**src/rtl/tft_defs.vh**
```
// Purpose: Constants shared by the field tester control logic.
// Assumes: 50 MHz system clock.
// Notes: Offsets are byte addresses on the classic Wishbone slave.
`ifndef TFT_DEFS_VH
`define TFT_DEFS_VH

// Clock period and time units.
`define TFT_CLK_NS 20
`define TFT_MS_NS 1000000
`define TFT_DEB_MS 10
`define TFT_LONG_UNIT_MS 20'h0000A
`define TFT_MS_CYCLES 20'h0C350
`define TFT_DEB_CYCLES 20'h7A120

// Go-up and go-down limits, in ms (short) or 10 ms units (long).
`define TFT_SHORT_MIN 10'h002
`define TFT_SHORT_MAX 10'h01E
`define TFT_LONG_MIN 10'h01E
`define TFT_LONG_MAX 10'h258
`define TFT_DUR_RESET 10'h00A

// Register byte offsets.
`define TFT_REG_CTRL 8'h00
`define TFT_REG_GO_UP 8'h04
`define TFT_REG_GO_DOWN 8'h08
`define TFT_REG_TRACKS 8'h0C
`define TFT_REG_SCAN 8'h10
`define TFT_REG_STATUS 8'h14

// Control register fields.
`define TFT_CTRL_MOTION 1:0
`define TFT_CTRL_BACKWARD 2
`define TFT_CTRL_WRITE 3
`define TFT_CTRL_AUTO 4
`define TFT_CTRL_LONG 5
`define TFT_CTRL_PE 6
`define TFT_CTRL_MODEL 9:7
`define TFT_CTRL_W 10
`define TFT_CTRL_RESET 10'h000

// Scan register fields.
`define TFT_SCAN1 3:0
`define TFT_SCAN2 7:4
`define TFT_SCAN_RESET 8'h00
`define TFT_TRACKS_RESET 9'h000
`define TFT_NUM_TRACKS 4'h9

// Motion selector codes; code 3 behaves as stop.
`define TFT_MOT_STOP 2'h0
`define TFT_MOT_START 2'h1
`define TFT_MOT_GO 2'h2

// Model codes 0..5 stand for models 1..6; from this code on PE is possible.
`define TFT_MODEL_FIRST_PE 3'h3

// Write pulse half periods in clock cycles, per model code.
`define TFT_WP_HALF_M1 12'h064
`define TFT_WP_HALF_M2 12'h046
`define TFT_WP_HALF_M3 12'h032
`define TFT_WP_HALF_M4 12'h032
`define TFT_WP_HALF_M5 12'h023
`define TFT_WP_HALF_M6 12'h019

`endif

```
**src/rtl/tft_ctrl.v**
```verilog
// Purpose: Control logic of an off-line tape field tester.
// Assumes: One 50 MHz clock; tape unit lines synchronous to it.
// Notes: Operator settings live in Wishbone registers; spring switches are pins.
// Behaviour
// - Unload pulse only with motion selector stopped.
// - Manual rewind only while auto-cycle off.
// - Auto-cycle rewinds when end-of-tape sensed.
// - Read/write status only when ready, forward.
// - Short range: durations 2 to 30 ms.
// - Long range: durations 300 ms to 6 s.
// - Start position cycles go from oscillator.
// - Go position holds go active.
// - Stop position holds go inactive.
// - Backward line; backward suppresses status commands.
// - Tracks set to one write ones.
// - Tracks set to zero are erased.
// - First selector routes read bus to hub.
// - Second independent selector to second hub.
// - Mode setting selects PE or NRZI.
// - Model setting picks mode and frequency.
// - Go line mirrored on sync hub.
//
// Implementation choices: the register addresses and the Wishbone register port.
`timescale 1ns/10ps
`include "tft_defs.vh"
module tft_ctrl #(
  parameter [19:0] MS_CYCLES = `TFT_MS_CYCLES,
  parameter [19:0] DEB_CYCLES = `TFT_DEB_CYCLES
) (
  input wire i_sys_clk,
  input wire i_reset,
  input wire i_wb_cyc,
  input wire i_wb_stb,
  input wire i_wb_we,
  input wire [7:0] i_wb_adr,
  input wire [31:0] i_wb_dat,
  input wire [3:0] i_wb_sel,
  output reg [31:0] o_wb_dat,
  output wire o_wb_ack,
  input wire i_rewind_sw,
  input wire i_unload_sw,
  input wire i_ready,
  input wire i_eot,
  input wire [8:0] i_read_bus,
  output reg o_go,
  output reg o_backward,
  output reg o_set_read,
  output reg o_set_write,
  output reg o_rewind,
  output reg o_rewind_unload,
  output reg [8:0] o_write_bus,
  output reg o_write_pulse,
  output reg o_set_nrzi,
  output reg o_scan1,
  output reg o_scan2,
  output reg o_go_hub
);
  localparam OSC_UP = 1'b0;
  localparam OSC_DOWN = 1'b1;
  localparam [19:0] LONG_TICK = `TFT_LONG_UNIT_MS * MS_CYCLES;
  reg [`TFT_CTRL_W-1:0] ctrl_q;
  reg [9:0] go_up_q;
  reg [9:0] go_down_q;
  reg [8:0] tracks_q;
  reg [7:0] scan_q;
  reg ack_q;
  reg [19:0] pre_q;
  reg [9:0] unit_q;
  reg osc_q;
  reg eot_q;
  reg [11:0] wp_cnt_q;
  reg [31:0] rd_d;
  reg go_d;
  wire rewind_press;
  wire unload_press;
  wire bus_req;
  wire wr_en;
  wire [1:0] motion;
  wire long_rng;
  wire fwd_ready;
  wire pe_eff;
  wire tick;
  wire [9:0] up_lim;
  wire [9:0] down_lim;
  wire [9:0] target;
  wire [11:0] wp_half;
  wire [31:0] wr_word;
  // Merge write data into a register under the Wishbone byte selects.
  function [31:0] merge;
    input [31:0] old;
    input [31:0] nw;
    input [3:0] sel;
    integer i;
    begin
      merge = old;
      for (i = 0; i < 4; i = i + 1) begin
        if (sel[i]) begin
          merge[i*8 +: 8] = nw[i*8 +: 8];
        end
      end
    end
  endfunction

  // Hold a duration setting inside the range window.
  function [9:0] clamp;
    input [9:0] val;
    input [9:0] lo;
    input [9:0] hi;
    begin
      if (val < lo) begin
        clamp = lo;
      end else if (val > hi) begin
        clamp = hi;
      end else begin
        clamp = val;
      end
    end
  endfunction

  // Pick one read bus; selections past the last track read as zero.
  function scan_pick;
    input [8:0] bus;
    input [3:0] sel;
    begin
      if (sel < `TFT_NUM_TRACKS) begin
        scan_pick = bus[sel];
      end else begin
        scan_pick = 1'b0;
      end
    end
  endfunction

  // Write pulse half period for each model code.
  function [11:0] wp_period;
    input [2:0] model;
    begin
      case (model)
        3'h0: wp_period = `TFT_WP_HALF_M1;
        3'h1: wp_period = `TFT_WP_HALF_M2;
        3'h2: wp_period = `TFT_WP_HALF_M3;
        3'h3: wp_period = `TFT_WP_HALF_M4;
        3'h4: wp_period = `TFT_WP_HALF_M5;
        default: wp_period = `TFT_WP_HALF_M6;
      endcase
    end
  endfunction

  tft_debounce #(.DEB_CYCLES(DEB_CYCLES)) u_rewind_deb (
    .i_sys_clk(i_sys_clk),
    .i_reset(i_reset),
    .i_sw(i_rewind_sw),
    .o_press(rewind_press)
  );
  tft_debounce #(.DEB_CYCLES(DEB_CYCLES)) u_unload_deb (
    .i_sys_clk(i_sys_clk),
    .i_reset(i_reset),
    .i_sw(i_unload_sw),
    .o_press(unload_press)
  );

  // Single-cycle ack one edge after the request; it drops for a cycle between requests.
  assign bus_req = i_wb_cyc & i_wb_stb;
  assign o_wb_ack = ack_q;
  assign wr_en = bus_req & i_wb_we & ~ack_q;
  assign wr_word = merge(rd_d, i_wb_dat, i_wb_sel);
  assign motion = ctrl_q[`TFT_CTRL_MOTION];
  assign long_rng = ctrl_q[`TFT_CTRL_LONG];
  assign fwd_ready = i_ready & ~ctrl_q[`TFT_CTRL_BACKWARD];
  // mode bit selects PE.
  // Models below the first PE model only record NRZI, whatever the mode bit says.
  assign pe_eff = ctrl_q[`TFT_CTRL_PE] & (ctrl_q[`TFT_CTRL_MODEL] >= `TFT_MODEL_FIRST_PE);
  assign wp_half = wp_period(ctrl_q[`TFT_CTRL_MODEL]);
  // long range window.
  // Long range counts 10 ms units so one 10-bit counter covers both ranges.
  assign up_lim = long_rng ? clamp(go_up_q, `TFT_LONG_MIN, `TFT_LONG_MAX)
                           : clamp(go_up_q, `TFT_SHORT_MIN, `TFT_SHORT_MAX);
  assign down_lim = long_rng ? clamp(go_down_q, `TFT_LONG_MIN, `TFT_LONG_MAX)
                             : clamp(go_down_q, `TFT_SHORT_MIN, `TFT_SHORT_MAX);
  assign target = (osc_q == OSC_UP) ? up_lim : down_lim;
  assign tick = long_rng ? (pre_q >= LONG_TICK - 20'h00001) : (pre_q >= MS_CYCLES - 20'h00001);

  // Register writes take effect at the edge that raises ack.
  always @(posedge i_sys_clk or posedge i_reset) begin
    if (i_reset) begin
      ack_q <= 1'b0;
      ctrl_q <= `TFT_CTRL_RESET;
      go_up_q <= `TFT_DUR_RESET;
      go_down_q <= `TFT_DUR_RESET;
      tracks_q <= `TFT_TRACKS_RESET;
      scan_q <= `TFT_SCAN_RESET;
      o_wb_dat <= 32'h00000000;
    end else begin
      ack_q <= bus_req & ~ack_q;
      o_wb_dat <= rd_d;
      if (wr_en) begin
        case (i_wb_adr)
          `TFT_REG_CTRL: ctrl_q <= wr_word[`TFT_CTRL_W-1:0];
          `TFT_REG_GO_UP: go_up_q <= wr_word[9:0];
          `TFT_REG_GO_DOWN: go_down_q <= wr_word[9:0];
          `TFT_REG_TRACKS: tracks_q <= wr_word[8:0];
          `TFT_REG_SCAN: scan_q <= wr_word[7:0];
          default: ctrl_q <= ctrl_q;
        endcase
      end
    end
  end

  // Read mux; unmapped offsets and the status register ignore writes.
  always @* begin
    case (i_wb_adr)
      `TFT_REG_CTRL: rd_d = {22'h000000, ctrl_q};
      `TFT_REG_GO_UP: rd_d = {22'h000000, go_up_q};
      `TFT_REG_GO_DOWN: rd_d = {22'h000000, go_down_q};
      `TFT_REG_TRACKS: rd_d = {23'h000000, tracks_q};
      `TFT_REG_SCAN: rd_d = {24'h000000, scan_q};
      `TFT_REG_STATUS: rd_d = {22'h000000, o_scan2, o_scan1, pe_eff, osc_q, i_eot, i_ready,
                               o_set_write, o_set_read, o_backward, o_go};
      default: rd_d = 32'h00000000;
    endcase
  end

  // free-running oscillator.
  // The oscillator runs in every position so the start position picks it up mid-cycle.
  always @(posedge i_sys_clk or posedge i_reset) begin
    if (i_reset) begin
      pre_q <= 20'h00000;
      unit_q <= 10'h000;
      osc_q <= OSC_UP;
    end else begin
      if (tick) begin
        pre_q <= 20'h00000;
        if (unit_q >= target - 10'h001) begin
          unit_q <= 10'h000;
          case (osc_q)
            OSC_UP: osc_q <= OSC_DOWN;
            OSC_DOWN: osc_q <= OSC_UP;
            default: osc_q <= OSC_UP;
          endcase
        end else begin
          unit_q <= unit_q + 10'h001;
        end
      end else begin
        pre_q <= pre_q + 20'h00001;
      end
    end
  end

  // Go line source from the motion selector.
  always @* begin
    case (motion)
      `TFT_MOT_START: go_d = (osc_q == OSC_UP);
      `TFT_MOT_GO: go_d = 1'b1;
      default: go_d = 1'b0;
    endcase
  end

  // Tape unit command lines, all registered.
  always @(posedge i_sys_clk or posedge i_reset) begin
    if (i_reset) begin
      o_go <= 1'b0;
      o_go_hub <= 1'b0;
      o_backward <= 1'b0;
      o_set_read <= 1'b0;
      o_set_write <= 1'b0;
      o_rewind <= 1'b0;
      o_rewind_unload <= 1'b0;
      eot_q <= 1'b0;
      o_set_nrzi <= 1'b1;
    end else begin
      o_go <= go_d;
      o_go_hub <= go_d;
      o_backward <= ctrl_q[`TFT_CTRL_BACKWARD];
      o_set_read <= fwd_ready & ~ctrl_q[`TFT_CTRL_WRITE];
      o_set_write <= fwd_ready & ctrl_q[`TFT_CTRL_WRITE];
      eot_q <= i_eot;
      // unit needs ready.
      // The tape unit ignores rewind when not ready, so no extra wait is kept here.
      o_rewind <= ctrl_q[`TFT_CTRL_AUTO] ? (i_eot & ~eot_q) : rewind_press;
      o_rewind_unload <= unload_press & (go_d == 1'b0) & (motion != `TFT_MOT_START) & (motion != `TFT_MOT_GO);
      o_set_nrzi <= ~pe_eff;
    end
  end

  // write frequency per model.
  // A square wave at the model's rate; it runs freely so track data is steady.
  always @(posedge i_sys_clk or posedge i_reset) begin
    if (i_reset) begin
      wp_cnt_q <= 12'h000;
      o_write_pulse <= 1'b0;
    end else if (wp_cnt_q >= wp_half - 12'h001) begin
      wp_cnt_q <= 12'h000;
      o_write_pulse <= ~o_write_pulse;
    end else begin
      wp_cnt_q <= wp_cnt_q + 12'h001;
    end
  end

  // zero tracks erase.
  // Write bus only carries ones while writing forward with tape moving.
  always @(posedge i_sys_clk or posedge i_reset) begin
    if (i_reset) begin
      o_write_bus <= 9'h000;
    end else if (fwd_ready & ctrl_q[`TFT_CTRL_WRITE] & go_d) begin
      o_write_bus <= tracks_q;
    end else begin
      o_write_bus <= 9'h000;
    end
  end

  always @(posedge i_sys_clk or posedge i_reset) begin
    if (i_reset) begin
      o_scan1 <= 1'b0;
      o_scan2 <= 1'b0;
    end else begin
      o_scan1 <= scan_pick(i_read_bus, scan_q[`TFT_SCAN1]);
      o_scan2 <= scan_pick(i_read_bus, scan_q[`TFT_SCAN2]);
    end
  end
endmodule

```
**src/rtl/tft_debounce.v**
```verilog
// Purpose: Debounce a spring-loaded switch and give one pulse per press.
// Assumes: Switch level is synchronous to the clock, active high.
// Notes: The press must be stable for DEB_CYCLES before it counts.
`timescale 1ns/10ps
module tft_debounce #(
  parameter [19:0] DEB_CYCLES = 20'h7A120
) (
  input wire i_sys_clk,
  input wire i_reset,
  input wire i_sw,
  output reg o_press
);
  reg [19:0] cnt_q;
  reg stable_q;

  // one pulse per press.
  // A level change restarts the count, so contact bounce never reaches the output.
  always @(posedge i_sys_clk or posedge i_reset) begin
    if (i_reset) begin
      cnt_q <= 20'h00000;
      stable_q <= 1'b0;
      o_press <= 1'b0;
    end else begin
      o_press <= 1'b0;
      if (i_sw == stable_q) begin
        cnt_q <= 20'h00000;
      end else if (cnt_q >= DEB_CYCLES - 20'h00001) begin
        cnt_q <= 20'h00000;
        stable_q <= i_sw;
        o_press <= i_sw;
      end else begin
        cnt_q <= cnt_q + 20'h00001;
      end
    end
  end
endmodule

```
**config.mk**
```make
export PLATFORM = sky130hd
export DESIGN_NAME = tft_ctrl
export DESIGN_NICKNAME = d
export VERILOG_FILES = /design/src/rtl/tft_ctrl.v /design/src/rtl/tft_debounce.v
export VERILOG_INCLUDE_DIRS = /design/src /design/src/rtl
export SDC_FILE = /design/constraint.sdc
export NUM_CORES = 1
export LEC_CHECK = 0
export BUFFER_PORTS_ARGS = -buffer_cell sky130_fd_sc_hd__clkbuf_2
export CAP_MARGIN = 25
export CORE_AREA = 2 2 125 127
export DETAILED_ROUTE_END_ITERATION = 10
export DIE_AREA = 0 0 127 129
export PLACE_DENSITY = 0.79
export SKIP_CTS_REPAIR_TIMING = 1
export SLEW_MARGIN = 20
export SYNTH_ARGS = -nofsm -noshare
export SYNTH_HDL_FRONTEND = slang
export SYNTH_SLANG_ARGS = --single-unit
```
**constraint.sdc**
```tcl
create_clock -name i_sys_clk -period 5.4 [get_ports i_sys_clk]
set_input_delay 0.27 -clock i_sys_clk [delete_from_list [all_inputs] [get_ports i_sys_clk]]
set_output_delay 0.27 -clock i_sys_clk [all_outputs]
set_load 0.02 [all_outputs]
```
# After elaboration in Yosys (flattened, before gate mapping)
# Index checks and enable logic that the tools add are counted.
# word_totals
reg_bits,187
# classes
reduce_logical,11
addsub,7
n_eq_ne,15
n_mux,37
n_lt_le_gt_ge,19
bitwise,23
# ops
cell,count
$mux W10,12
$mux W20,5
$add A20 B1 Y20 const B,3
$ge A20 B19 Y1 const B,3
$pmux W10 S6,1
$pmux W7 S4,1
$ge A20 B16 Y1 const B,1
$gt A10 B10 Y1 const B,2
$gt A10 B5 Y1 const B,2
$lt A10 B2 Y1 const B,2
$lt A10 B5 Y1 const B,2
$eq A8 B4 Y1 const B,2
$eq A8 B5 Y1 const B,2
$reduce_and A2 Y1,8
$and A1 B1 Y1,13
$add A12 B1 Y12 const B,1
$ge A12 B12 Y1,1
$mux W12,1
$sub A12 B1 Y12 const B,1
$add A10 B1 Y10 const B,1
$ge A10 B10 Y1,1
$lt A4 B5 Y1 const B,2
$mux W1,10
$not A1 Y1,10
20 further kinds,25

# Logic depth before layout (Yosys ltp)
# Gate-level depths: netlist of the first run.
# logic_depth
depth_word,8
depth_mapped,18

# Cells and area by module
# A second synthesis of the first run with hierarchy kept.
# unflattened
hier_cells,923
hier_area_um2,8849.7
# by_module_without_submodules
module,area_each_um2,n_inst,cells_per_inst,seq_area_each_um2
tft_ctrl,6607.6,1,701,3034.2
tft_debounce,1121.1,2,111,550.5

# Worst setup path after synthesis of the first run
# No wires, ideal clock.
# synth_timing
kind,register -> register
start,register go_down_q[9]
end,register unit_q[0]
setup_time_ps,66
arrival_ps,4122
path_slack_ps,1212
stages_incl_launch_ff,17
path_cell_list,dfrtp_1 or4_4 or3_4 o32ai_4 and3_2 a21oi_1 ha_1 and2_1 nand4_1 xor2_1 ha_1 and2_0 a22o_1 a311o_1 clkbuf_1 nor2_1 mux2_2
# synth_between
elab_chain_len,8
word_cells_on_any_way,13
cone_classes,1 x add/sub; 5 x order compare; 7 x mux
# synth_rtl
element,line,text
from (decl),tft_ctrl.v:63,reg [9:0] go_down_q;
from (signal assigned),tft_ctrl.v:188,go_down_q <= `TFT_DUR_RESET;
from (signal assigned),tft_ctrl.v:199,`TFT_REG_GO_DOWN: go_down_q <= wr_word[9:0];
$gt A10 B5 Y1 / $gt A10 B10 Y1 (equally long branches),tft_ctrl.v:112,end else if (val > hi) begin
$mux W10,tft_ctrl.v:112,
$mux W10,tft_ctrl.v:110,if (val < lo) begin
$mux W10 *,tft_ctrl.v:177,"assign down_lim = long_rng ? clamp(go_down_q, `TFT_LONG_MIN, `TFT_LONG_MAX)"
$mux W10 *,tft_ctrl.v:179,assign target = (osc_q == OSC_UP) ? up_lim : down_lim;
$sub A10 B1 Y10 *,tft_ctrl.v:232,if (unit_q >= target - 10'h001) begin
$ge A10 B10 Y1 *,tft_ctrl.v:232,
$mux W10 *,tft_ctrl.v:232,
to (signal assigned),tft_ctrl.v:240,unit_q <= unit_q + 10'h001;
to (decl),tft_ctrl.v:68,reg [9:0] unit_q;
# Mark *: on every way between the ends. The rest lies on a longest branch, timed or not.
# A chain may end at the register's enable or synchronous reset.

# Final worst setup path of the first run
# Ends and elaborated chain as after synthesis.

==> out/metrics.sh, run 1 <==
RUN_STATUS='finished, violations left'
VIOLATED_CHECKS='hold timing'
CP_SLOWEST_CELL='sky130_fd_sc_hd__or4_4'
R2R-END='unit_q[0]'
YOSYS.AREA_SHARE.SIMPLE_PCT=19.1
SW_FRAC_OF_TOTAL_PCT=25.9
DIE-AREA_SQ_UM=16400
NUM_ANTENNA_CELLS=0
GRT_ANTENNA_BEFORE_REPAIR=0
PORT_BUFFERS=68
DRTITER0DRC=427
CTS-BUFFERS-INSERTED=17
WORST_SLEW_PIN_SLEW_PS=888
LARGEST_NET_DEGREE_AT_THE_START_OF_GLOBAL_ROUTING=102
PIN_COUNT=115
SYNTHESIS.AREA_SQ_UM=8540
LARGEST_FAMILY_OF_LOGIC_CELLS_BY_SYNTHESIZED_AREA='simple AND/OR/NAND/NOR gates'
SYNTH_COMPOUND_GATE_AREA_SHARE_PCT=11.6
DETAILED_PLACEMENT_HPWL_UM=12600
FINAL.FILL_COUNT=1201
OVERALL_POWER_AFTER_LAYOUT_mW=3.05
ROUTE.DETAILED.DRC=0
ROUTE.DETAILED.VIAS_PER_INST=5.76
FP-ROW-COUNT=45
FIRST_PASS_ITERS=4
GPL.FINAL_WEIGHTED_CONGESTION=0.895
SYNTHADDERAREAFRAC_PCT=3.81
SETUP_VIOL=0
SYNTH_FLOP_CELL='sky130_fd_sc_hd__dfrtp_1'
FIRST_PASS_GRT_WIRE_LENGTH_UM=30700
COUNT_OF_FLIP_FLOPS_WITH_A_BUILT_IN_ENABLE_AFTER_SYNTHESIS=0
P_SWITCHING_mW=0.791
SYNTH.AREA.TOP_CELLS='sky130_fd_sc_hd__dfrtp_1 (47%), sky130_fd_sc_hd__nand2_1 (4.5%), sky130_fd_sc_hd__nor2_1 (4.2%)'
FP.DIEH_UM=129
CPPEAKSTAGEDELAY_PS=590
GRT_UTIL_ALL_LAYERS_PCT=23.7
MUXSHAREOFSYNTHAREA_PCT=6.18
POST-ROUTE-CELL-AREA_SQ_UM=9630
REG2REG_DEPTH=16
SEQ_AREA_FRAC_SYNTH_PCT=48.4
SYNTH-WARNING-COUNT=0
CTS_NUM_SINKS=165
REG2REG_FROM='go_down_q[9]'
CRIT_PATH_MAX_FANOUT=10
CTS-ROOT-BUF='sky130_fd_sc_hd__clkbuf_16'
PEAKVDDDROP_V=0.000241
CRITPATHLAUNCHTYPE='flop'
SKEW_PS=11.8
TOTALWIRELENGTH_UM=18200
POST_SYNTH_NUM_CELL_TYPES=65
SYNTH_AREA_PER_CELL_SQ_UM=10.0
SYNTHXORXNORAREAFRAC_PCT=6.57
CP_COMMON_CELL='sky130_fd_sc_hd__a21oi_1'
WORST-SETUP-PATH-TYPE='flop to flop'
VIAS_IN_THE_FIRST_GLOBAL_ROUTE=6371
DRT.ANTENNA.VIOLATING_NETS=0
DRIVE_GT1_SHARE_PCT=15.1
CLASS_OF_THE_TIGHTEST_HOLD_OR_REMOVAL_CHECK='primary input to asynchronous set/reset pin'
DRT-WIRELENGTH-PER-CELL_UM=16.2
POWER_PER_CELL_AREA_nW_PER_UM2=317
NETLIST_INSTANCES=850
FIN_CRIT_PS=4600
MAX_FREQ_MHz=218
VIA_COUNT=6454
SYNTH_AREA_LEADER_CELL='sky130_fd_sc_hd__dfrtp_1'
INITIAL_CORE_UTIL_PCT=57.0
CLKTRANSATPATHREGS_PS=60
SEQ_POWER_SHARE_PCT=44.0
CLOCK_POWER_SHARE_PCT=43.5
FINAL_HOLD_VIOLATING_ENDPOINTS=8
CRIT_PATH_CELL_TRACE='or4_4 > or3_4 > o32ai_4 > and3_2 > a21oi_1 > ha_1 > and2_1 > a21oi_1 > a21oi_1 > ha_1 > a21o_1 > a21oi_1 > o211ai_1 > a311o_1 > nor2_1 > mux2_2'
NET_COUNT_FINAL=1007
CLK_LATENCY_PS=440
MAX-CAP-VIOLATIONS=0
PWR-SHARE-COMB_PCT=12.6
YOSYS.AREA.TOP_TYPE_SHARE_PCT=46.9
FINALSETUPTNS_PS=0
DPL-INSTANCE-AREA_SQ_UM=8980
POWER.INTERNAL_mW=2.26
WORST_EP_ARRIVAL_TIME_PS=4960
FINAL_MAX_SLEW_VIOL_COUNT=0
CTS-HTREE-LEVELS=4
FIN_CRIT_SH_PCT=85.1
POSTSYNTHREGISTERBITS=165
TIMING.CRITICAL_PATH.TO_TYPE='flop'
MAX_SLEW_MARGIN_PCT=40.8
DIE_W_UM=127
CLK_PATH_BUF_DEPTH=2
HOLD_WS_PS=-12.0
CORE_AREA_SQ_UM=15000
AREAGROWTHSYNTHTOFINISH_PCT=12.8
PROPORTION_OF_REGISTER_BITS_WITH_ASYNCHRONOUS_SET_OR_RESET_AFTER_SYNTHESIS_PCT=100
CTS_TREE='yes'
OVERFLOW=0
RSZ_0062_RAISED_AFTER_GLOBAL_ROUTING='no'
R2R_SLACK_PS=800
P_LEAK_nW=4.56
CRIT_REQUIRED_PS=5770
[layout by cell type, fill, tap and decap left out, types with 8 or more instances in the layout]
cell,instances
sky130_fd_sc_hd__dfrtp_1,160
sky130_fd_sc_hd__nand2_1,103
sky130_fd_sc_hd__nor2_1,96
sky130_fd_sc_hd__clkbuf_2,68
sky130_fd_sc_hd__o21ai_0,53
sky130_fd_sc_hd__xor2_1,39
sky130_fd_sc_hd__and3_1,35
sky130_fd_sc_hd__nand3_1,34
sky130_fd_sc_hd__conb_1,29
sky130_fd_sc_hd__ha_1,26
sky130_fd_sc_hd__xnor2_1,25
sky130_fd_sc_hd__inv_1,24
sky130_fd_sc_hd__a21oi_1,19
sky130_fd_sc_hd__mux2i_1,19
sky130_fd_sc_hd__clkbuf_16,17
sky130_fd_sc_hd__mux4_2,13
sky130_fd_sc_hd__nand4_1,12
sky130_fd_sc_hd__a22o_1,10
sky130_fd_sc_hd__nor3_1,9
sky130_fd_sc_hd__a22oi_1,9
sky130_fd_sc_hd__nor2b_1,8
sky130_fd_sc_hd__and2_1,8
sky130_fd_sc_hd__a31oi_1,8
sky130_fd_sc_hd__a21o_1,8
[flip-flops by register name, summed over array words and instances (netlist names), 8 cells and up]
signal,count
u_rewind_deb.cnt_q,20
go_up_q,10
o_write_bus,9
ctrl_q,10
scan_q,8
o_wb_dat,10
wp_cnt_q,12
pre_q,20
u_unload_deb.cnt_q,20
go_down_q,10
tracks_q,9
unit_q,10
[cell usage after synthesis (4+ instances only)]
library cell / n
sky130_fd_sc_hd__mux4_2: 13
sky130_fd_sc_hd__a31oi_1: 8
sky130_fd_sc_hd__nand2_1: 103
sky130_fd_sc_hd__clkbuf_1: 24
sky130_fd_sc_hd__mux2i_1: 19
sky130_fd_sc_hd__ha_1: 26
sky130_fd_sc_hd__dfstp_2: 5
sky130_fd_sc_hd__mux2_2: 4
sky130_fd_sc_hd__and2_1: 8
sky130_fd_sc_hd__nand4_1: 12
sky130_fd_sc_hd__nor2b_1: 8
sky130_fd_sc_hd__xnor2_1: 25
sky130_fd_sc_hd__a22oi_1: 9
sky130_fd_sc_hd__nand3_1: 34
sky130_fd_sc_hd__nor2_1: 96
sky130_fd_sc_hd__a21oi_1: 19
sky130_fd_sc_hd__a21o_1: 8
sky130_fd_sc_hd__nand2b_1: 5
sky130_fd_sc_hd__or2_2: 4
sky130_fd_sc_hd__nor3b_1: 4
sky130_fd_sc_hd__and4_1: 5
sky130_fd_sc_hd__nor3_1: 9
sky130_fd_sc_hd__and3_1: 35
sky130_fd_sc_hd__a22o_1: 10
sky130_fd_sc_hd__inv_1: 25
sky130_fd_sc_hd__buf_4: 23
sky130_fd_sc_hd__o21ai_0: 53
sky130_fd_sc_hd__nor4_1: 4
sky130_fd_sc_hd__xor2_1: 39
sky130_fd_sc_hd__dfrtp_1: 160
[cell type report]
class | count | area [sq um] | area share [%]
multi-input cells | 639 | 4150 | 43.1
flip-flops and latches | 165 | 4140 | 42.9
clock buffers | 19 | 443 | 4.60
repair buffers | 71 | 363 | 3.77
well taps | 188 | 235 | 2.44
clock inverters | 13 | 205 | 2.13
inverters | 25 | 98.8 | 1.03
[worst max-delay path: cells and delay by family, from the launching register on]
kind,cells,cell delay (ps)
AND/OR/NAND/NOR,5,1960
AO/OA/AOI/OAI,8,1460
flip-flops,1,450
adder cells (fa/ha/maj),2,390
multiplexers,1,270
[kinds of logic (layout without fill, tap and decap cells)]
group                      Yosys count  count (layout)
AOI/OAI and AO/OA                  143             143
xor gates and xnor gates            64              64
adders and majority gates           26              26
buffers and inverters               73             128
DFF                                165             165
muxes                               36              36
other                                2              29
and+or+nand+nor                    341             341
[worst max path at each step]
stage / startpoint / to / cells past startpoint
2_1_floorplan: i_reset / ctrl_q[0] / 1
3_3_place_gp: go_down_q[9] / unit_q[0] / 14
3_5_place_dp: go_down_q[9] / unit_q[0] / 14
4_1_cts: go_down_q[9] / unit_q[0] / 15
5_1_grt: go_down_q[9] / unit_q[0] / 14
6_report: go_down_q[9] / unit_q[0] / 16
[power by group through the flow]
stage	clock (mW)	combinational, mW	sequential, mW
global placement	0	0.379	1.36
global route	1.40	0.438	1.35
CTS	1.34	0.387	1.34
finish	1.33	0.383	1.34
detailed placement	0	0.385	1.36
floorplan	0	0.316	1.34
[through the flow]
stage               cells  utilization (%)  hold WS [ps]  worst slack (ps)
floorplan             877                -           301               677
global placement     1088             60.0           418               800
detailed placement   1088             60.0           407               808
CTS                  1120             64.3          20.5               786
global route         1120             64.3          24.5               475
finish               1120             64.3         -12.0               804
[per-layer routing]
layer  up-vias  wire length, um  part of all wire (%)  global-route usage (%)
li1       3072                -                     -                       -
met1      3138             8030                    44                    31.2
met2       210             8770                    48                    38.8
met3        34              976                   5.4                    4.57
met4         0              391                   2.2                    10.3
met5         -                0                     0                       0
(Power assumes the default switching activity.)
==> run 2, diff against run 1 <==
- CORE_AREA: 2 2 125 127 -> 2 2 123 125
- CTS_BUF_LIST: not set -> sky130_fd_sc_hd__clkbuf_4 sky130_fd_sc_hd__clkbuf_8
- DIE_AREA: 0 0 127 129 -> 0 0 125 127
- PLACE_DENSITY: 0.79 -> 0.81
==> run 2 against run 1 <==
- the run now ends clean
- flip-flop and latch count stayed put
- register-to-register slack worse by 210 ps
- routed wire length fell by 4.0%
- sequential share of layout area rose by 1.1 points
- first-iteration DRC count decreased by 4.2%
- fmax fell by 4.4%
- core utilization up 0.79 points
- die area down 3.1%
- worst setup slack worse by 210 ps
- critical path type unchanged
- largest cell class unchanged
==> out/metrics.sh, run 2 (synthesis gave the netlist of run 1 again) <==
SEQ_POWER_SHARE_PCT=52.1
CLKTRANSATPATHREGS_PS=100
CLK_PATH_BUF_DEPTH=2
DRTITER0DRC=409
PIN_COUNT=115
ROUTE.DETAILED.VIAS_PER_INST=5.79
CRITPATHLAUNCHTYPE='flop'
CLOCK_POWER_SHARE_PCT=32.7
MAX_SLEW_MARGIN_PCT=47.8
PORT_BUFFERS=68
DETAILED_PLACEMENT_HPWL_UM=12600
SW_FRAC_OF_TOTAL_PCT=31.2
LARGEST_NET_DEGREE_AT_THE_START_OF_GLOBAL_ROUTING=108
VIAS_IN_THE_FIRST_GLOBAL_ROUTE=6167
SKEW_PS=13.2
CTS-BUFFERS-INSERTED=17
FINALSETUPTNS_PS=0
CTS-ROOT-BUF='sky130_fd_sc_hd__clkbuf_8'
CLASS_OF_THE_TIGHTEST_HOLD_OR_REMOVAL_CHECK='primary input to flop'
CLK_LATENCY_PS=470
FINAL_HOLD_VIOLATING_ENDPOINTS=0
RUN_STATUS='finished, final reports clean'
INITIAL_CORE_UTIL_PCT=59.2
CRIT_PATH_MAX_FANOUT=10
WORST_SLEW_PIN_SLEW_PS=763
MULTI_INPUT_AREA_SQ_UM=4150
CTS-HTREE-LEVELS=4
GRT_UTIL_ALL_LAYERS_PCT=22.8
ROUTE.DETAILED.DRC=0
POWER_PER_CELL_AREA_nW_PER_UM2=273
PEAKVDDDROP_V=0.000175
CRIT_REQUIRED_PS=5800
SETUP_VIOL=0
DPL-INSTANCE-AREA_SQ_UM=8970
DRIVE_GT1_SHARE_PCT=15.2
PWR-SHARE-COMB_PCT=15.2
FIN_CRIT_SH_PCT=89.1
WORST_EP_ARRIVAL_TIME_PS=5210
GPL.FINAL_WEIGHTED_CONGESTION=0.918
COMMONEST_CELLS_AFTER_ROUTING_FILL_AND_TAPS_ASIDE='sky130_fd_sc_hd__dfrtp_1 (160), sky130_fd_sc_hd__nand2_1 (103), sky130_fd_sc_hd__nor2_1 (96), sky130_fd_sc_hd__clkbuf_2 (68), sky130_fd_sc_hd__o21ai_0 (53)'
WORST-SETUP-PATH-TYPE='flop to flop'
CTS_NUM_SINKS=165
P_SWITCHING_mW=0.800
RSZ_0062_RAISED_AFTER_GLOBAL_ROUTING='no'
DIE_W_UM=125
DRT.ANTENNA.VIOLATING_NETS=0
DIE-AREA_SQ_UM=15900
FP-ROW-COUNT=44
FIRST_PASS_ITERS=5
FP.DIEH_UM=127
VIA_COUNT=6468
LAYOUT_COMMONEST_CELL='sky130_fd_sc_hd__dfrtp_1'
P_LEAK_nW=4.43
FIN_CRIT_PS=4810
POWER.INTERNAL_mW=1.77
FIRST_PASS_GRT_WIRE_LENGTH_UM=29400
TOTALWIRELENGTH_UM=17500
MAX_FREQ_MHz=208
MAX-CAP-VIOLATIONS=0
POST-ROUTE-CELL-AREA_SQ_UM=9390
FINAL_MAX_SLEW_VIOL_COUNT=0
CTS_TREE='yes'
OVERFLOW=0
GRT_ANTENNA_BEFORE_REPAIR=0
FINAL-SEQ-AREA_SQ_UM=4140
LARGESTREGISTERS='pre_q: 20 flops, u_rewind_deb.cnt_q: 20 flops, u_unload_deb.cnt_q: 20 flops'
TIMING.CRITICAL_PATH.TO_TYPE='flop'
NET_COUNT_FINAL=1009
CORE_AREA_SQ_UM=14400
AREAGROWTHSYNTHTOFINISH_PCT=9.96
DRT-WIRELENGTH-PER-CELL_UM=15.6
NUM_ANTENNA_CELLS=0
FINAL.FILL_COUNT=1148
run 2: power by group through the flow:
stage / Combinational [mW] / Clock, mW / Sequential, mW
after detailed placement: 0.386 / 0 / 1.36
after global placement: 0.376 / 0 / 1.36
after global routing: 0.447 / 0.917 / 1.34
after floorplan: 0.316 / 0 / 1.34
after CTS: 0.388 / 0.857 / 1.34
final: 0.389 / 0.840 / 1.34
run 2: area by class of cell:
class                           instances  share of cell area (%)
Multi-Input combinational cell        639                    44.2
Sequential cell                       165                    44.0
Timing Repair Buffer                   73                    4.29
Clock buffer                           17                    2.49
Tap cell                              184                    2.45
Clock inverter                         15                    1.47
Inverter                               25                    1.05
run 2: per-layer routing:
metal | vias to the layer above | share of wire (%) | GRT usage, %
li1 | 3082 | - | -
met1 | 3130 | 45 | 31.3
met2 | 221 | 46 | 35.3
met3 | 35 | 5.9 | 5.23
met4 | 0 | 2.5 | 10.0
met5 | - | 0 | 0
run 2: path summary, 6_finish.rpt:
| path | startpoint | to | slack, ps | cells past startpoint |
|---|---|---|---|---|
| worst max-delay path | go_down_q[9] | unit_q[0] | 590 | 14 |
| worst min-delay path | i_wb_stb | o_wb_ack | 8 | 3 |
| worst max register to register | go_down_q[9] | unit_q[0] | 590 | 14 |
| worst min register to register | eot_q | o_rewind | 450 | 1 |
| max in group asynchronous | i_reset | o_wb_dat[9] | 3620 | 5 |
| min in group asynchronous | i_reset | u_rewind_deb.stable_q | 340 | 3 |
run 2: critical path, cell delays in order, from the launching register on:
cell and delay [ps]:
sky130_fd_sc_hd__dfrtp_1 480, sky130_fd_sc_hd__or4_4 610, sky130_fd_sc_hd__or3_4 370, sky130_fd_sc_hd__o32ai_4 320, sky130_fd_sc_hd__a32oi_2 130, sky130_fd_sc_hd__a2111oi_4 440, sky130_fd_sc_hd__nand2_1 140, sky130_fd_sc_hd__xnor2_1 150
sky130_fd_sc_hd__ha_1 310, sky130_fd_sc_hd__a21o_1 160, sky130_fd_sc_hd__a21oi_1 140, sky130_fd_sc_hd__o211ai_1 110, sky130_fd_sc_hd__a311o_1 500, sky130_fd_sc_hd__nor2_1 590, sky130_fd_sc_hd__mux2_2 280
run 2: stage by stage:
step	std cells	utilization [%]	setup slack, ps	power, mW	hold WS [ps]
2_1_floorplan	877	-	677	1.66	301
3_3_place_gp	1083	62.2	766	1.73	407
3_5_place_dp	1083	62.2	686	1.75	428
4_1_cts	1115	64.8	650	2.58	-34.3
5_1_grt	1118	65.1	371	2.71	7.31
6_report	1118	65.1	591	2.57	7.84
==> run 3, diff against run 2 <==
- CORE_AREA: 2 2 123 125 -> 2 2 125 127
- DIE_AREA: 0 0 125 127 -> 0 0 127 129
- GPL_ROUTABILITY_DRIVEN: not set -> 0
- SYNTH_HIERARCHICAL: not set -> 1
==> run 3 against run 2 <==
- flip-flop and latch count unchanged
- clock-buffer cell count rose by 2
- worst hold slack gained 11 ps
==> out/metrics.sh, run 3 <==
DIE_W_UM=127
RSZ_0062_RAISED_AFTER_GLOBAL_ROUTING='no'
DRTITER0DRC=467
PORT_BUFFERS=68
CTS-HTREE-LEVELS=4
AREAGROWTHSYNTHTOFINISH_PCT=8.75
FIRST_PASS_ITERS=5
SYNTH_COMMONEST_CELLS='sky130_fd_sc_hd__dfrtp_1 (160), sky130_fd_sc_hd__nand2_1 (104), sky130_fd_sc_hd__nor2_1 (90), sky130_fd_sc_hd__o21ai_0 (64), sky130_fd_sc_hd__nand3_1 (41)'
FINALSETUPTNS_PS=0
CP_SLOWEST_CELL='sky130_fd_sc_hd__dfrtp_1'
NET_COUNT_FINAL=1078
MUXSHAREOFSYNTHAREA_PCT=2.64
FINAL_HOLD_VIOLATING_ENDPOINTS=0
SYNTHESIS.AREA_SQ_UM=8850
CLK_PATH_BUF_DEPTH=2
RUN_STATUS='finished, final reports clean'
CTS_NUM_SINKS=165
GRT_UTIL_ALL_LAYERS_PCT=23.7
PIN_COUNT=115
CRIT_PATH_MAX_FANOUT=20
COMMONEST_CELLS_AFTER_ROUTING_FILL_AND_TAPS_ASIDE='sky130_fd_sc_hd__dfrtp_1 (160), sky130_fd_sc_hd__nand2_1 (104), sky130_fd_sc_hd__nor2_1 (90), sky130_fd_sc_hd__clkbuf_2 (68), sky130_fd_sc_hd__o21ai_0 (64)'
TOTALWIRELENGTH_UM=18500
R2R_SLACK_PS=1170
MULTI_INPUT_AREA_SQ_UM=4400
ROUTE.DETAILED.DRC=0
CTS-BUFFERS-INSERTED=17
SYNTH_AREA_LEADER_CELL='sky130_fd_sc_hd__dfrtp_1'
SYNTH-WARNING-COUNT=6
SETUP_VIOL=0
CLKTRANSATPATHREGS_PS=90
HOLD_PATH.STARTPOINT='i_wb_cyc'
FIN_CRIT_SH_PCT=78.4
MAX_FREQ_MHz=236
LARGEST_FAMILY_OF_LOGIC_CELLS_BY_SYNTHESIZED_AREA='simple AND/OR/NAND/NOR gates'
POWER_PER_CELL_AREA_nW_PER_UM2=270
SYNTH_COMPOUND_GATE_AREA_SHARE_PCT=13.8
NETLIST_INSTANCES=923
MAX_SLEW_MARGIN_PCT=41.8
DRIVE_GT1_SHARE_PCT=14.1
SYNTHXORXNORAREAFRAC_PCT=6.23
POST-ROUTE-CELL-AREA_SQ_UM=9620
INITIAL_CORE_UTIL_PCT=59.1
SKEW_PS=13.7
FINAL-SEQ-AREA_SQ_UM=4140
FIN_UTIL_PCT=64.3
SYNTH_AREA_PER_CELL_SQ_UM=9.59
CORE_AREA_SQ_UM=15000
DRT.ANTENNA.VIOLATING_NETS=0
LAYOUT_COMMONEST_CELL='sky130_fd_sc_hd__dfrtp_1'
NUM_ANTENNA_CELLS=0
SYNTH_FLOP_CELL='sky130_fd_sc_hd__dfrtp_1'
LARGESTREGISTERS='pre_q: 20 flops, u_rewind_deb/cnt_q: 20 flops, u_unload_deb/cnt_q: 20 flops'
COUNT_OF_FLIP_FLOPS_WITH_A_BUILT_IN_ENABLE_AFTER_SYNTHESIS=0
VIA_COUNT=6966
SEQ_AREA_FRAC_SYNTH_PCT=46.7
FP.DIEH_UM=129
FP-ROW-COUNT=45
SYNTH.AREA.TOP_CELLS='sky130_fd_sc_hd__dfrtp_1 (45%), sky130_fd_sc_hd__nand2_1 (4.4%), sky130_fd_sc_hd__ha_1 (4.2%)'
DETAILED_PLACEMENT_HPWL_UM=13400
YOSYSMOSTFREQUENTCELL='sky130_fd_sc_hd__dfrtp_1'
CTS-ROOT-BUF='sky130_fd_sc_hd__clkbuf_8'
GRT_ANTENNA_BEFORE_REPAIR=0
MAX-CAP-VIOLATIONS=0
CRITPATHLAUNCHTYPE='flop'
SYNTHADDERAREAFRAC_PCT=4.24
DPL-INSTANCE-AREA_SQ_UM=9240
DIE-AREA_SQ_UM=16400
ROUTE.DETAILED.VIAS_PER_INST=5.87
WORST_SLEW_PIN_SLEW_PS=874
CRIT_PATH_CELL_TRACE='nand3_1 > o31ai_1 > a211oi_1 > nand2_1 > and2_1 > ha_1 > and2_4 > o21ai_1 > o211a_1 > a21oi_1 > ha_1 > a21o_1 > a21o_1 > a211oi_1 > o21ai_1 > nand2b_1 > o31ai_1'
STARTPOINT='ctrl_q[5]'
REG2REG_FROM='ctrl_q[5]'
CLASS_OF_THE_TIGHTEST_HOLD_OR_REMOVAL_CHECK='primary input to flop'
WORST-SETUP-PATH-TYPE='flop to flop'
FINAL_MAX_SLEW_VIOL_COUNT=0
CRIT_REQUIRED_PS=5770
CPPEAKSTAGEDELAY_PS=770
POSTSYNTHREGISTERBITS=165
CLK_LATENCY_PS=470
VIAS_IN_THE_FIRST_GLOBAL_ROUTE=6603
WORST_EP_ARRIVAL_TIME_PS=4600
POST_SYNTH_NUM_CELL_TYPES=81
DRT-WIRELENGTH-PER-CELL_UM=15.6
LARGEST_NET_DEGREE_AT_THE_START_OF_GLOBAL_ROUTING=71
PROPORTION_OF_REGISTER_BITS_WITH_ASYNCHRONOUS_SET_OR_RESET_AFTER_SYNTHESIS_PCT=100
PEAKVDDDROP_V=0.000164
CTS_TREE='yes'
FIRST_PASS_GRT_WIRE_LENGTH_UM=31100
OVERFLOW=0
FINAL.FILL_COUNT=1266
YOSYS.AREA_SHARE.SIMPLE_PCT=21.5
YOSYS.AREA.TOP_TYPE_SHARE_PCT=45.2
FIN_CRIT_PS=4230
TIMING.CRITICAL_PATH.TO_TYPE='flop'
P_LEAK_nW=4.32
==> run 3: cell types whose count changed in the layout (fill, tap and decap cells not counted), sizes merged, moves of 13 or more <==
| cell | delta |
|---|---|
| a22oi | +17 |
| and3 | -17 |
| nand4 | +16 |
| a21oi | +15 |
| o21ai | +13 |
==> run 3: area by class of cell <==
type / count / share of cell area, %
sequential: 165 / 43.0
inverter: 29 / 1.16
clock buffer: 19 / 2.59
timing repair buffer: 72 / 3.87
multi-input combinational: 701 / 45.7
tap: 188 / 2.44
clock inverter: 13 / 1.30
==> run 3: worst max-delay path: cells and delay by family, from the launching register on <==
family | cells | cell delay [ps]
AO/OA/AOI/OAI | 10 | 2030
AND/OR/NAND/NOR | 5 | 880
adder cells (fa/ha/maj) | 2 | 450
flip-flops | 1 | 770
==> run 3: logic make-up after synthesis <==
group                    count (synthesis)
AND/OR/NAND/NOR                        373
AO/OA/AOI/OAI                          187
flip-flops                             165
buffers and inverters                   83
XOR/XNOR                                63
adder cells (fa/ha/maj)                 30
multiplexers                            18
other                                    4
==> run 3: path summary, 6_finish.rpt <==
path,end,cells past startpoint
hold reg to reg,o_rewind,1
setup / recovery,unit_q[5],17
max in group asynchronous,go_up_q[8],4
setup reg to reg,unit_q[5],17
hold / removal,o_wb_ack,3
min in group asynchronous,osc_q,3
==> run 3: stage by stage <==
stage / cells / setup WS (ps) / hold slack [ps] / total power, mW
final: 1187 / 1170 / 19.2 / 2.59
after global placement: 1154 / 1310 / 411 / 1.75
after CTS: 1186 / 1180 / -68.1 / 2.61
after global routing: 1187 / 719 / 0.197 / 2.73
after floorplan: 949 / 1690 / 259 / 1.68
after detailed placement: 1154 / 1210 / 417 / 1.77
==> run 3: power by group <==
group | total, mW | leakage [nW] | switching (mW) | internal, mW
clock | 0.850 | 0.165 | 0.472 | 0.378
combinational | 0.423 | 1.92 | 0.245 | 0.178
sequential | 1.32 | 2.24 | 0.0511 | 1.27
total | 2.59 | 4.32 | 0.768 | 1.83
==> run 3: routing by layer <==
layer | share of wire, % | up-vias | GRT usage (%)
met5 | 0 | - | 0
met4 | 2.3 | 0 | 9.70
met3 | 5.2 | 34 | 4.62
met2 | 47 | 190 | 37.9
met1 | 45 | 3360 | 32.0
li1 | - | 3382 | -
